[src/design/ssbc_pkg.sv]
// Package for the system state and boost control block
package ssbc_pkg;

  // ****************************************
  // Register map (word byte addresses)
  // ****************************************
  localparam logic [7:0] ADDR_SYSTEM_CONTROL_REG = 8'h00;
  localparam logic [7:0] ADDR_SYSTEM_CONFIG_REG = 8'h04;
  localparam logic [7:0] ADDR_CMD = 8'h08;
  localparam logic [7:0] ADDR_STATE = 8'h0C;
  localparam logic [7:0] ADDR_PWR = 8'h10;
  localparam logic [7:0] ADDR_FLT = 8'h14;
  localparam logic [7:0] ADDR_WD = 8'h18;

  // ****************************************
  // Field positions
  // ****************************************
  localparam int CTL_BST_33V = 0;
  localparam int CTL_BST_DIS = 1;
  localparam int CFG_HOLD_BST = 0;
  localparam int CMD_SAFING = 0;
  localparam int CMD_SCRAP = 1;
  localparam int CMD_SLEEP = 2;
  localparam int CMD_TEST0 = 4;
  localparam int TEST_W = 3;
  localparam int FLT_BST_OT = 0;
  localparam int FLT_WD = 1;
  localparam int FLT_POR = 2;
  localparam int WD_W = 16;

  // ****************************************
  // Reset values
  // ****************************************
  localparam logic [1:0] CTL_RST = 2'h0;
  localparam logic CFG_RST = 1'b0;
  localparam logic [15:0] WD_RST = 16'h0100;

  typedef enum logic [2:0] {
    ST_INIT, ST_DIAG, ST_SAFING, ST_SCRAP, ST_ARMING
  } ssbc_state_t;

  typedef struct packed {
    logic en;
    logic sel_33v;
  } ssbc_boost_t;

  typedef struct packed {
    logic ot;
    logic gnd_lost;
    logic uv;
  } ssbc_bfault_t;

endpackage : ssbc_pkg

[src/design/ssbc_top.sv]
// System state machine and reserve boost control with Wishbone slave
//
// Local design decisions: register access over Wishbone and the register addresses.
`timescale 1ns/10ps

// What this block does
// - Reset output release puts the state machine in Init.
// - Watchdog window register writable only while in Init.
// - First good watchdog feed moves Init to Diag.
// - Safing records and deployment masks writable only in Diag.
// - Diag tests are mutually exclusive; at most one runs.
// - Squib switch test commands run only in Diag, else ignored.
// - Safing transistor test runs only in Diag.
// - Diag is held until a safing or scrap command.
// - Safing command in Diag moves to Safing state.
// - Safing state enables safing logic and deployment permission output.
// - Safing is left only through system state machine reset.
// - Scrap command in Diag moves to Scrap state.
// - Scrap disables remote sensor monitoring and safing logic.
// - Scrap only goes to Arming; Init only via reset.
// - Arming output asserted throughout the Arming state.
// - Arming time-out without valid line signal returns to Scrap.
// - Wake released plus sleep command enters passive mode at once.
// - Boost setpoint 23 V at reset; host may select 33 V.
// - Host may disable the boost converter; disable is honoured.
// - Boost undervoltage reported in a power state flag.
// - Thermal fault latches switch off until fault register read.
// - Ground loss turns switch off, restores it automatically.
// - Passive mode turns boost off unless hold bit is 1.
// - System reset from power-on, watchdog reset or watchdog failure.
// - Fault status latches clear on host read.
module ssbc_top (
  input wire logic clk_sys,
  input wire logic rst,
  input wire logic por_in,
  input wire logic watchdog_fsm_reset,
  input wire logic wd_fail,
  input wire logic wd_feed_ok,
  input wire logic wake_in,
  input wire logic arm_req,
  input wire logic arm_timeout,
  input wire logic extra_comm_line_ok,
  input wire logic boost_ot_in,
  input wire logic gnd_lost_in,
  input wire logic boost_uv_in,
  input wire logic [7:0] wb_adr_i,
  input wire logic [31:0] wb_dat_i,
  input wire logic [3:0] wb_sel_i,
  input wire logic wb_we_i,
  input wire logic wb_cyc_i,
  input wire logic wb_stb_i,
  output logic [31:0] wb_dat_o,
  output logic wb_ack_o,
  output logic wb_err_o,
  output logic reset_out_n,
  output ssbc_pkg::ssbc_state_t state_o,
  output ssbc_pkg::ssbc_boost_t boost_o,
  output logic [ssbc_pkg::TEST_W-1:0] test_run_o,
  output logic safing_en_o,
  output logic deploy_perm_o,
  output logic rsens_mon_en_o,
  output logic arm_o,
  output logic passive_o,
  output logic cfg_wr_o
);
  import ssbc_pkg::*;

  // ****************************************
  // System reset and bus decode
  // ****************************************
  // Reset request is combinational so it reaches the FSM in the same edge
  logic system_fsm_reset;
  assign system_fsm_reset = por_in | watchdog_fsm_reset | wd_fail;

  logic req, wr, rd;
  assign req = wb_cyc_i & wb_stb_i & ~wb_ack_o & ~wb_err_o;
  // Writes land on the edge where the master samples ack, never earlier
  assign wr = wb_cyc_i & wb_stb_i & wb_ack_o & wb_we_i & wb_sel_i[0];
  assign rd = req & ~wb_we_i;
  logic mapped;
  always_comb begin
    case (wb_adr_i)
      ADDR_SYSTEM_CONTROL_REG, ADDR_SYSTEM_CONFIG_REG, ADDR_CMD, ADDR_STATE,
      ADDR_PWR, ADDR_FLT, ADDR_WD: mapped = 1'b1;
      default: mapped = 1'b0;
    endcase
  end

  ssbc_state_t state_r, state_nxt;
  logic [1:0] system_control_reg;
  logic system_config_reg;
  logic [WD_W-1:0] wd_window_r;
  logic passive_r;
  logic [2:0] fault_status_reg;
  logic cmd_wr;
  assign cmd_wr = wr && (wb_adr_i == ADDR_CMD);

  // ****************************************
  // System operating state machine
  // ****************************************
  always_comb begin
    state_nxt = state_r;
    case (state_r)
      ST_INIT: if (wd_feed_ok) state_nxt = ST_DIAG;
      ST_DIAG: begin
        // Safing wins if both commands are written together
        if (cmd_wr && wb_dat_i[CMD_SAFING]) begin
          state_nxt = ST_SAFING;
        end else if (cmd_wr && wb_dat_i[CMD_SCRAP]) begin
          state_nxt = ST_SCRAP;
        end
      end
      ST_SAFING: state_nxt = ST_SAFING;
      ST_SCRAP: if (arm_req) state_nxt = ST_ARMING;
      ST_ARMING: begin
        if (arm_timeout && !extra_comm_line_ok) begin
          state_nxt = ST_SCRAP;
        end
      end
      default: state_nxt = ST_INIT;
    endcase
  end

  always_ff @(posedge clk_sys or posedge rst) begin
    if (rst) begin
      state_r <= ST_INIT;
    end else if (system_fsm_reset) begin
      state_r <= ST_INIT;
    end else begin
      state_r <= state_nxt;
    end
  end

  // ****************************************
  // State outputs
  // ****************************************
  always_ff @(posedge clk_sys or posedge rst) begin
    if (rst) begin
      state_o <= ST_INIT;
      reset_out_n <= 1'b0;
      safing_en_o <= 1'b0;
      deploy_perm_o <= 1'b0;
      rsens_mon_en_o <= 1'b0;
      arm_o <= 1'b0;
    end else begin
      state_o <= state_r;
      reset_out_n <= ~system_fsm_reset;
      safing_en_o <= (state_r == ST_SAFING);
      deploy_perm_o <= (state_r == ST_SAFING);
      rsens_mon_en_o <= (state_r != ST_SCRAP) &&
                        (state_r != ST_ARMING);
      arm_o <= (state_r == ST_ARMING);
    end
  end

  // ****************************************
  // Diagnostic tests
  // ****************************************
  // Bit 0 high-side switch, bit 1 low-side switch, bit 2 safing FET test
  logic [TEST_W-1:0] treq;
  assign treq = wb_dat_i[CMD_TEST0 +: TEST_W];
  always_ff @(posedge clk_sys or posedge rst) begin
    if (rst) begin
      test_run_o <= '0;
    end else if (state_r != ST_DIAG || system_fsm_reset) begin
      test_run_o <= '0;
    end else if (cmd_wr) begin
      // Lowest set bit wins so that only one test ever runs
      test_run_o <= treq & (~treq + TEST_W'(1));
    end
  end

  // ****************************************
  // Configuration registers
  // ****************************************
  always_ff @(posedge clk_sys or posedge rst) begin
    if (rst) begin
      wd_window_r <= WD_RST;
    end else if (wr && wb_adr_i == ADDR_WD && state_r == ST_INIT) begin
      wd_window_r <= wb_dat_i[WD_W-1:0];
    end
  end

  // Strobe to the safing record and mask storage; only honoured in Diag
  always_ff @(posedge clk_sys or posedge rst) begin
    if (rst) begin
      cfg_wr_o <= 1'b0;
    end else begin
      cfg_wr_o <= wr && wb_adr_i == ADDR_SYSTEM_CONFIG_REG &&
                  state_r == ST_DIAG;
    end
  end

  always_ff @(posedge clk_sys or posedge rst) begin
    if (rst) begin
      system_control_reg <= CTL_RST;
      system_config_reg <= CFG_RST;
    end else begin
      if (wr && wb_adr_i == ADDR_SYSTEM_CONTROL_REG) begin
        system_control_reg <= wb_dat_i[1:0];
      end
      if (wr && wb_adr_i == ADDR_SYSTEM_CONFIG_REG && state_r == ST_DIAG) begin
        system_config_reg <= wb_dat_i[CFG_HOLD_BST];
      end
    end
  end

  // ****************************************
  // Power mode
  // ****************************************
  always_ff @(posedge clk_sys or posedge rst) begin
    if (rst) begin
      passive_r <= 1'b0;
    end else if (cmd_wr && wb_dat_i[CMD_SLEEP] && !wake_in) begin
      passive_r <= 1'b1;
    end
  end

  // ****************************************
  // Boost faults and enable
  // ****************************************
  logic flt_rd;
  assign flt_rd = rd && wb_adr_i == ADDR_FLT;
  logic [2:0] flt_set;
  assign flt_set = {por_in, wd_fail | watchdog_fsm_reset, boost_ot_in};
  // Set beats the read clear so no event is lost
  always_ff @(posedge clk_sys or posedge rst) begin
    if (rst) begin
      fault_status_reg <= '0;
    end else if (flt_rd) begin
      fault_status_reg <= flt_set;
    end else begin
      fault_status_reg <= fault_status_reg | flt_set;
    end
  end

  logic hold_boost_in_passive;
  assign hold_boost_in_passive = system_config_reg;
  always_ff @(posedge clk_sys or posedge rst) begin
    if (rst) begin
      boost_o <= '0;
      passive_o <= 1'b0;
    end else begin
      boost_o.sel_33v <= system_control_reg[CTL_BST_33V];
      boost_o.en <= !system_control_reg[CTL_BST_DIS] &&
                    !fault_status_reg[FLT_BST_OT] &&
                    !boost_ot_in &&
                    !gnd_lost_in &&
                    !(passive_r && !hold_boost_in_passive);
      passive_o <= passive_r;
    end
  end

  // ****************************************
  // Bus answer
  // ****************************************
  logic [31:0] rdata;
  always_comb begin
    rdata = '0;
    case (wb_adr_i)
      ADDR_SYSTEM_CONTROL_REG: rdata[1:0] = system_control_reg;
      ADDR_SYSTEM_CONFIG_REG: rdata[0] = system_config_reg;
      ADDR_STATE: rdata[2:0] = state_r;
      ADDR_PWR: rdata[1:0] = {passive_r, boost_uv_in};
      ADDR_FLT: rdata[2:0] = fault_status_reg;
      ADDR_WD: rdata[WD_W-1:0] = wd_window_r;
      default: rdata = '0;
    endcase
  end

  always_ff @(posedge clk_sys or posedge rst) begin
    if (rst) begin
      wb_ack_o <= 1'b0;
      wb_err_o <= 1'b0;
      wb_dat_o <= '0;
    end else begin
      wb_ack_o <= req & mapped;
      wb_err_o <= req & ~mapped;
      wb_dat_o <= rd ? rdata : '0;
    end
  end

  // ****************************************
  // Checks
  // ****************************************
  property p_safe_stay;
    @(posedge clk_sys) disable iff (rst)
    (state_r == ST_SAFING && !system_fsm_reset) |=> state_r == ST_SAFING;
  endproperty
  a_safe_stay: assert property (p_safe_stay)
    else $error("Safing state left without reset");

  property p_arm_out;
    @(posedge clk_sys) disable iff (rst)
    state_r == ST_ARMING |=> arm_o;
  endproperty
  a_arm_out: assert property (p_arm_out)
    else $error("Arm output low in arming state");

  property p_one_test;
    @(posedge clk_sys) disable iff (rst) $onehot0(test_run_o);
  endproperty
  a_one_test: assert property (p_one_test)
    else $error("More than one test running");

  property p_test_diag;
    @(posedge clk_sys) disable iff (rst)
    (test_run_o != '0) |-> $past(state_r) == ST_DIAG;
  endproperty
  a_test_diag: assert property (p_test_diag)
    else $error("Test running outside diag");

  property p_init_diag;
    @(posedge clk_sys) disable iff (rst)
    (state_r == ST_INIT && wd_feed_ok && !system_fsm_reset)
      |=> state_r == ST_DIAG;
  endproperty
  a_init_diag: assert property (p_init_diag)
    else $error("Feed did not enter diag");

  property p_scrap_exit;
    @(posedge clk_sys) disable iff (rst)
    (state_r == ST_SCRAP && !system_fsm_reset)
      |=> state_r inside {ST_SCRAP, ST_ARMING};
  endproperty
  a_scrap_exit: assert property (p_scrap_exit)
    else $error("Illegal exit from scrap");

  property p_ot_off;
    @(posedge clk_sys) disable iff (rst)
    boost_ot_in |=> !boost_o.en ##1 !boost_o.en;
  endproperty
  a_ot_off: assert property (p_ot_off)
    else $error("Boost on after thermal fault");

  property p_pass_off;
    @(posedge clk_sys) disable iff (rst)
    (passive_r && !system_config_reg) |=> !boost_o.en;
  endproperty
  a_pass_off: assert property (p_pass_off)
    else $error("Boost on in passive mode");

  property p_rst_init;
    @(posedge clk_sys) disable iff (rst)
    system_fsm_reset |=> state_r == ST_INIT && !reset_out_n;
  endproperty
  a_rst_init: assert property (p_rst_init)
    else $error("System reset did not return to init");

  property p_cfg_diag;
    @(posedge clk_sys) disable iff (rst)
    cfg_wr_o |-> $past(state_r) == ST_DIAG;
  endproperty
  a_cfg_diag: assert property (p_cfg_diag)
    else $error("Config strobe outside diag");

  property p_scrap_mon;
    @(posedge clk_sys) disable iff (rst)
    state_r == ST_SCRAP |=> !rsens_mon_en_o && !safing_en_o;
  endproperty
  a_scrap_mon: assert property (p_scrap_mon)
    else $error("Monitoring active in scrap");

  property p_wd_lock;
    @(posedge clk_sys) disable iff (rst)
    state_r != ST_INIT |=> $stable(wd_window_r);
  endproperty
  a_wd_lock: assert property (p_wd_lock)
    else $error("Watchdog window changed outside init");

  property p_sleep;
    @(posedge clk_sys) disable iff (rst)
    (cmd_wr && wb_dat_i[CMD_SLEEP] && !wake_in) |=> passive_r;
  endproperty
  a_sleep: assert property (p_sleep)
    else $error("Sleep command did not enter passive");

  property p_gnd_off;
    @(posedge clk_sys) disable iff (rst)
    gnd_lost_in |=> !boost_o.en;
  endproperty
  a_gnd_off: assert property (p_gnd_off)
    else $error("Boost on while ground lost");

endmodule : ssbc_top

[config.mk]
export PLATFORM = sky130hd
export DESIGN_NAME = ssbc_top
export DESIGN_NICKNAME = d
export VERILOG_FILES = /design/src/design/ssbc_pkg.sv /design/src/design/ssbc_top.sv
export SDC_FILE = /design/constraint.sdc
export NUM_CORES = 1
export LEC_CHECK = 0
export BUFFER_PORTS_ARGS = -buffer_cell sky130_fd_sc_hd__buf_4
export CAP_MARGIN = 20
export CORE_MARGIN = 3
export CORE_UTILIZATION = 47
export CTS_CLUSTER_DIAMETER = 80
export DETAILED_ROUTE_END_ITERATION = 10
export PLACE_DENSITY_LB_ADDON = 0.05
export SYNTH_ARGS = -nofsm -noshare
export SYNTH_HDL_FRONTEND = slang
export SYNTH_SLANG_ARGS = --single-unit
export TNS_END_PERCENT = 1
[constraint.sdc]
create_clock -name clk_sys -period 2.53 [get_ports clk_sys]
set_input_delay 0.253 -clock clk_sys [delete_from_list [all_inputs] [get_ports clk_sys]]
set_output_delay 0.253 -clock clk_sys [all_outputs]
set_load 0.01 [all_outputs]
==> reports/metrics.csv, run 1 <==
metric,value,unit
outcome,"complete, no violations",
r2r_cells,4,
worstMarginPinSlew,806,ps
drt_first_pass_iters,6,
final.setup_skew,6.17,ps
cts_tree,built,
peakVddDrop,428,uV
core,0.00494,sq mm
remaining_drc_errors,0,
io_buffers,73,
critPathLaunchType,primary input,
finalSetupViolCount,0,
hold_path_depth,2,
grt_pass1_vias,1767,
grt_pass1_wl,8.48,mm
place_congestion,0.801,
clock-sinks,58,
fill_cells,402,
cts_buffers,9,
crit_family,simple AND/OR/NAND/NOR gates,
hold_start,boost_ot_in,
post-cts-setup-buffer-count,0,
ioPinCount,109,
synthCells,205,
worstSetupPathType,primary input to register,
vias,1777,
fin_cells,356,
yosysTopAreaCellShare,56.9,%
dp_cells,339,
syn_area,0.00251,sq mm
clock.fmax,493,MHz
antenna_found_initial,0,
wl_met1,2.27,mm
wl_met2,2.24,mm
clk_pin_slew,60,ps
rr_startpoint,wb_ack_o$_DFF_PP0_,
ys_ff_latch,58,
wl_met3,444,um
dp_hpwl,3.64,mm
die_w,79.0,um
wl,5.03,mm
utilization,66.9,%
power_leakage,1.66,nW
drt.antenna.violating_nets,0,
avgSynthCellArea,12.2,sq um
period_minus_slack,2030,ps
htree_levels,3,
drive_gt1_share,41.9,%
vias_per_cell,4.99,
ys_top_cells_by_area,"dfrtp_1 (57%), mux2_2 (7.6%), buf_4 (5.4%)",
top_layer_used,met4,
clk_latency,330,ps
drt_iter0_markers,109,
timing.reg2reg.setup_slack,640,ps
final_common_cell,buf_4,
most-common-layout-cells,"buf_4 (77), dfrtp_1 (57), mux2_2 (17)",
fp.dieH,79.0,um
max_stage_delay,570,ps
hold_viol_final,0,
ys_types,43,
cp.required,2740,ps
cts_root_buf,clkbuf_8,
rows,25,
grt_max_degree,30,
hold_path_end,fault_status_reg[0]$_DFF_PP0_,
wl_per_cell,14.1,um
reg_top3,"wb_dat_o (16), wd_window_r (16)",
syn2layout_area_growth,32.0,%
hold_class,primary input to register,
synth.yosys.seq_area_share,58.0,%
die_area,0.00624,sq mm
relSlewSlack,45.8,%
grtUsageTotal,17.8,%
cp_data_arrival_time,2240,ps
yosysWarnings,0,
diodes,0,
powerDensity,602,mW/mm^2
final_nets,344,
overflow,0,
path_buf_inv,1,
critPathSlowestCell,or4_4,
max_cap_viol_count,0,
synth_top_area_cell,dfrtp_1,
critical_path.most_common_cell,or4_4,
final.setup.tns,0,ps
cp_cell_sequence,buf_4 -> or4_4 -> or4_4 -> or4_4 -> mux2_4,
endpoint_kind,register,
rsz0062_at_grt,false,
r2r_end,system_control_reg[1]$_DFFE_PP0P_,
initial_core_util,50.7,%
holdWs,103,ps
clk_path_buf_depth,2,
drv_slew,0,
fin_crit_sh,80.3,%
worstPathMaxFanout,6,
-- cell families (layout without fill, tap and decap cells) --
kind of cell | after synthesis | after routing | share of synthesized area, %
compound gates | 23 | 23 | 6.14
other cells | 1 | 16 | 0.150
simple gates | 66 | 66 | 17.0
flops | 58 | 58 | 58.0
buf+inv | 33 | 102 | 7.94
mux | 24 | 24 | 10.8
-- cell type report --
| class | count | area, sq um | share of cell area (%) |
|---|---|---|---|
| Sequential cell | 58 | 1450 | 43.9 |
| Multi-Input combinational cell | 129 | 911 | 27.5 |
| Timing Repair Buffer | 79 | 608 | 18.4 |
| Clock buffer | 15 | 196 | 5.94 |
| Tap cell | 67 | 83.8 | 2.53 |
| Clock inverter | 1 | 30.0 | 0.908 |
| Inverter | 7 | 26.3 | 0.794 |
-- where the power goes --
part           total, W  internal (W)  leakage [nW]  switching, W
Combinational  0.000126     0.0000580         0.763     0.0000684
Sequential     0.000932      0.000930         0.784    0.00000113
Clock          0.000934      0.000590         0.116      0.000344
-- through the flow --
stage	worst slack [ps]	cell area [sq um]	power, W
floorplan	249	2560	0.00102
global placement	170	3070	0.00107
detailed placement	151	3070	0.00107
CTS	510	3310	0.00201
global route	498	3310	0.00208
finish	500	3310	0.00199
-- worst register-to-register path, cell delays in order (launching register included) --
cell     delay [ps]
dfrtp_1         370
nand4_1         150
or4_4           480
or4_4           460
mux2_4          310
-- per-layer routing --
metal	vias up	track usage [%]
met2	85	26.8
met1	847	24.1
met5	-	0
li1	838	-
met3	7	5.78
met4	0	6.70
-- cells in the mapped netlist (all sizes together) --
cell     number
a211o         1
nand2b        6
nand2         2
or3           1
a21o          2
nor2b         5
and2         13
buf          20
inv           7
nor2         11
nand3b        1
o32ai         1
a32oi         1
nand4bb       1
conb          1
a22o          1
or4           5
a31o          1
nor4b         1
nand3         4
clkbuf        6
dfrtp        57
nor3b         2
a311oi        2
nand4b        1
mux2         19
a211oi        2
a21oi         9
and3          2
o211ai        1
mux2i         5
nand4         2
dfstp         1
o21ai         2
nor4          3
or4bb         1
nor3          5
-- how the worst max path moves through the flow --
stage | startpoint | endpoint | slack [ps] | cells past startpoint
floorplan | wb_adr_i[0] | system_control_reg[0]$_DFFE_PP0P_ | 250 | 5
global placement | wb_adr_i[0] | system_control_reg[0]$_DFFE_PP0P_ | 170 | 5
detailed placement | wb_adr_i[0] | system_control_reg[1]$_DFFE_PP0P_ | 150 | 5
CTS | wb_adr_i[0] | system_control_reg[1]$_DFFE_PP0P_ | 510 | 5
global route | wb_adr_i[0] | system_control_reg[1]$_DFFE_PP0P_ | 500 | 5
finish | wb_adr_i[0] | system_control_reg[1]$_DFFE_PP0P_ | 500 | 5
-- timing repair --
item                                   CTS  global route
hold buffers                             1             0
endpoints found under the hold margin   27             0
resized for setup                        0             0
Power figures use the tool's default switching activity.
==> run 2: changes to the inputs <==
==> constraint.sdc (replaced) <==
create_clock -name clk_sys -period 2 [get_ports clk_sys]
set_input_delay 0.2 -clock clk_sys [delete_from_list [all_inputs] [get_ports clk_sys]]
set_output_delay 0.2 -clock clk_sys [all_outputs]
set_load 0.01 [all_outputs]
==> run 2 against run 1 <==
  * Largest power group unchanged
  * Non-clock buffer count is 6 higher
  * Combinational power is 30% higher
  * Register-to-register slack worse by 520 ps
  * Design area is 3.3% higher
  * Routed wire length is 0.99% lower
  * Clock power is 52% higher
  * Critical path type unchanged
  * Global-route usage is 0.58 points lower
  * Setup slack worse by 440 ps
==> reports/metrics.csv, run 2 (same netlist as run 1, synthesis figures left out) <==
metric,value,unit
peakVddDrop,599,uV
hold_viol_final,0,
drv_slew,0,
dp_hpwl,3.58,mm
clk_pin_slew,60,ps
cts_tree,built,
die_w,79.0,um
post_dp_cell_area,0.00314,sq mm
post-cts-setup-buffer-count,0,
most-common-layout-cells,"buf_4 (81), dfrtp_1 (57), mux2_2 (17)",
final_nets,350,
syn2layout_area_growth,36.4,%
diodes,0,
clock-sinks,58,
io_buffers,73,
worstSetupPathType,primary input to register,
worst_slack,60.1,ps
final_area,0.00342,sq mm
cts_root_buf,clkbuf_8,
outcome,"complete, no violations",
die_area,0.00624,sq mm
cp_data_arrival_time,2140,ps
dp_slack,-276,ps
ioPinCount,109,
drt_iter0_markers,44,
clk_path_buf_depth,2,
place_congestion,0.803,
vias,1780,
powerDensity,808,mW/mm^2
worstPathMaxFanout,3,
fp.dieH,79.0,um
finalSetupViolCount,0,
fin_crit_sh,97.0,%
rows,25,
critPathLaunchType,primary input,
grt_pass1_vias,1773,
final.setup_skew,6.59,ps
vias_per_cell,4.92,
remaining_drc_errors,0,
drive_gt1_share,43.1,%
ctsResizeCount,0,
overflow,0,
wl,4.98,mm
core,0.00494,sq mm
utilization,69.2,%
endpoint_kind,register,
holdBufCountCts,1,
power_leakage,1.72,nW
drt_first_pass_iters,4,
reg_top3,"wb_dat_o (16), wd_window_r (16)",
hold_class,primary input to register,
initial_core_util,50.7,%
period_minus_slack,1940,ps
dp_cells,345,
clock.fmax,515,MHz
grtUsageTotal,17.2,%
cp.required,2200,ps
fin_cells,362,
htree_levels,3,
max_cap_viol_count,0,
grt_pass1_wl,8.27,mm
clk_latency,320,ps
wl_per_cell,13.7,um
antenna_found_initial,0,
drt.antenna.violating_nets,0,
rsz0062_at_grt,false,
grt_max_degree,59,
final_common_cell,buf_4,
cts_buffers,9,
==> run 2: final timing paths <==
| path | from | endpoint | slack [ps] | depth (start not counted) |
|---|---|---|---|---|
| setup / recovery | wb_adr_i[0] | system_control_reg[1]$_DFFE_PP0P_ | 60 | 5 |
| hold / removal | boost_ot_in | fault_status_reg[0]$_DFF_PP0_ | 70 | 2 |
| setup reg to reg | wb_ack_o$_DFF_PP0_ | system_control_reg[1]$_DFFE_PP0P_ | 120 | 4 |
| hold reg to reg | passive_r$_DFFE_PP0P_ | passive_o$_DFF_PP0_ | 450 | 0 |
| max in group asynchronous | rst | wd_window_r[8]$_DFFE_PP1P_ | 1210 | 4 |
| min in group asynchronous | rst | wb_dat_o[11]$_DFF_PP0_ | 500 | 4 |
==> run 2: critical path, stage by stage <==
cell,delay (ps)
buf_4,110
or4_4,530
or4_4,530
or4_4,460
mux2_4,310
==> run 2: through the flow <==
step	total power, W	TNS, ps	hold WS, ps
after floorplan	0.00129	-2630	272
after global routing	0.00288	0	56.0
final	0.00276	0	66.6
after CTS	0.00280	0	48.9
after global placement	0.00136	-2840	289
after detailed placement	0.00136	-3020	287
==> run 2: layout make-up <==
class	count	area [sq um]
clock buffer	11	141
clock inverter	5	125
fill	380	1520
inverter	7	26.3
multi-input combinational	129	911
sequential	58	1450
tap	67	83.8
timing repair buffer	85	678
==> run 2: layer usage <==
layer | track usage, % | wire (um)
met5 | 0 | 0
met4 | 8.93 | 63
met3 | 3.97 | 348
met1 | 23.7 | 2240
met2 | 25.3 | 2330
==> run 2: report_power, final <==
group / leakage, nW / switching [W] / internal (W) / total [W]
Combinational: 0.802 / 0.0000870 / 0.0000766 / 0.000164
Clock: 0.134 / 0.000435 / 0.000986 / 0.00142
Sequential: 0.784 / 0.00000137 / 0.00118 / 0.00118
Total: 1.72 / 0.000523 / 0.00224 / 0.00276
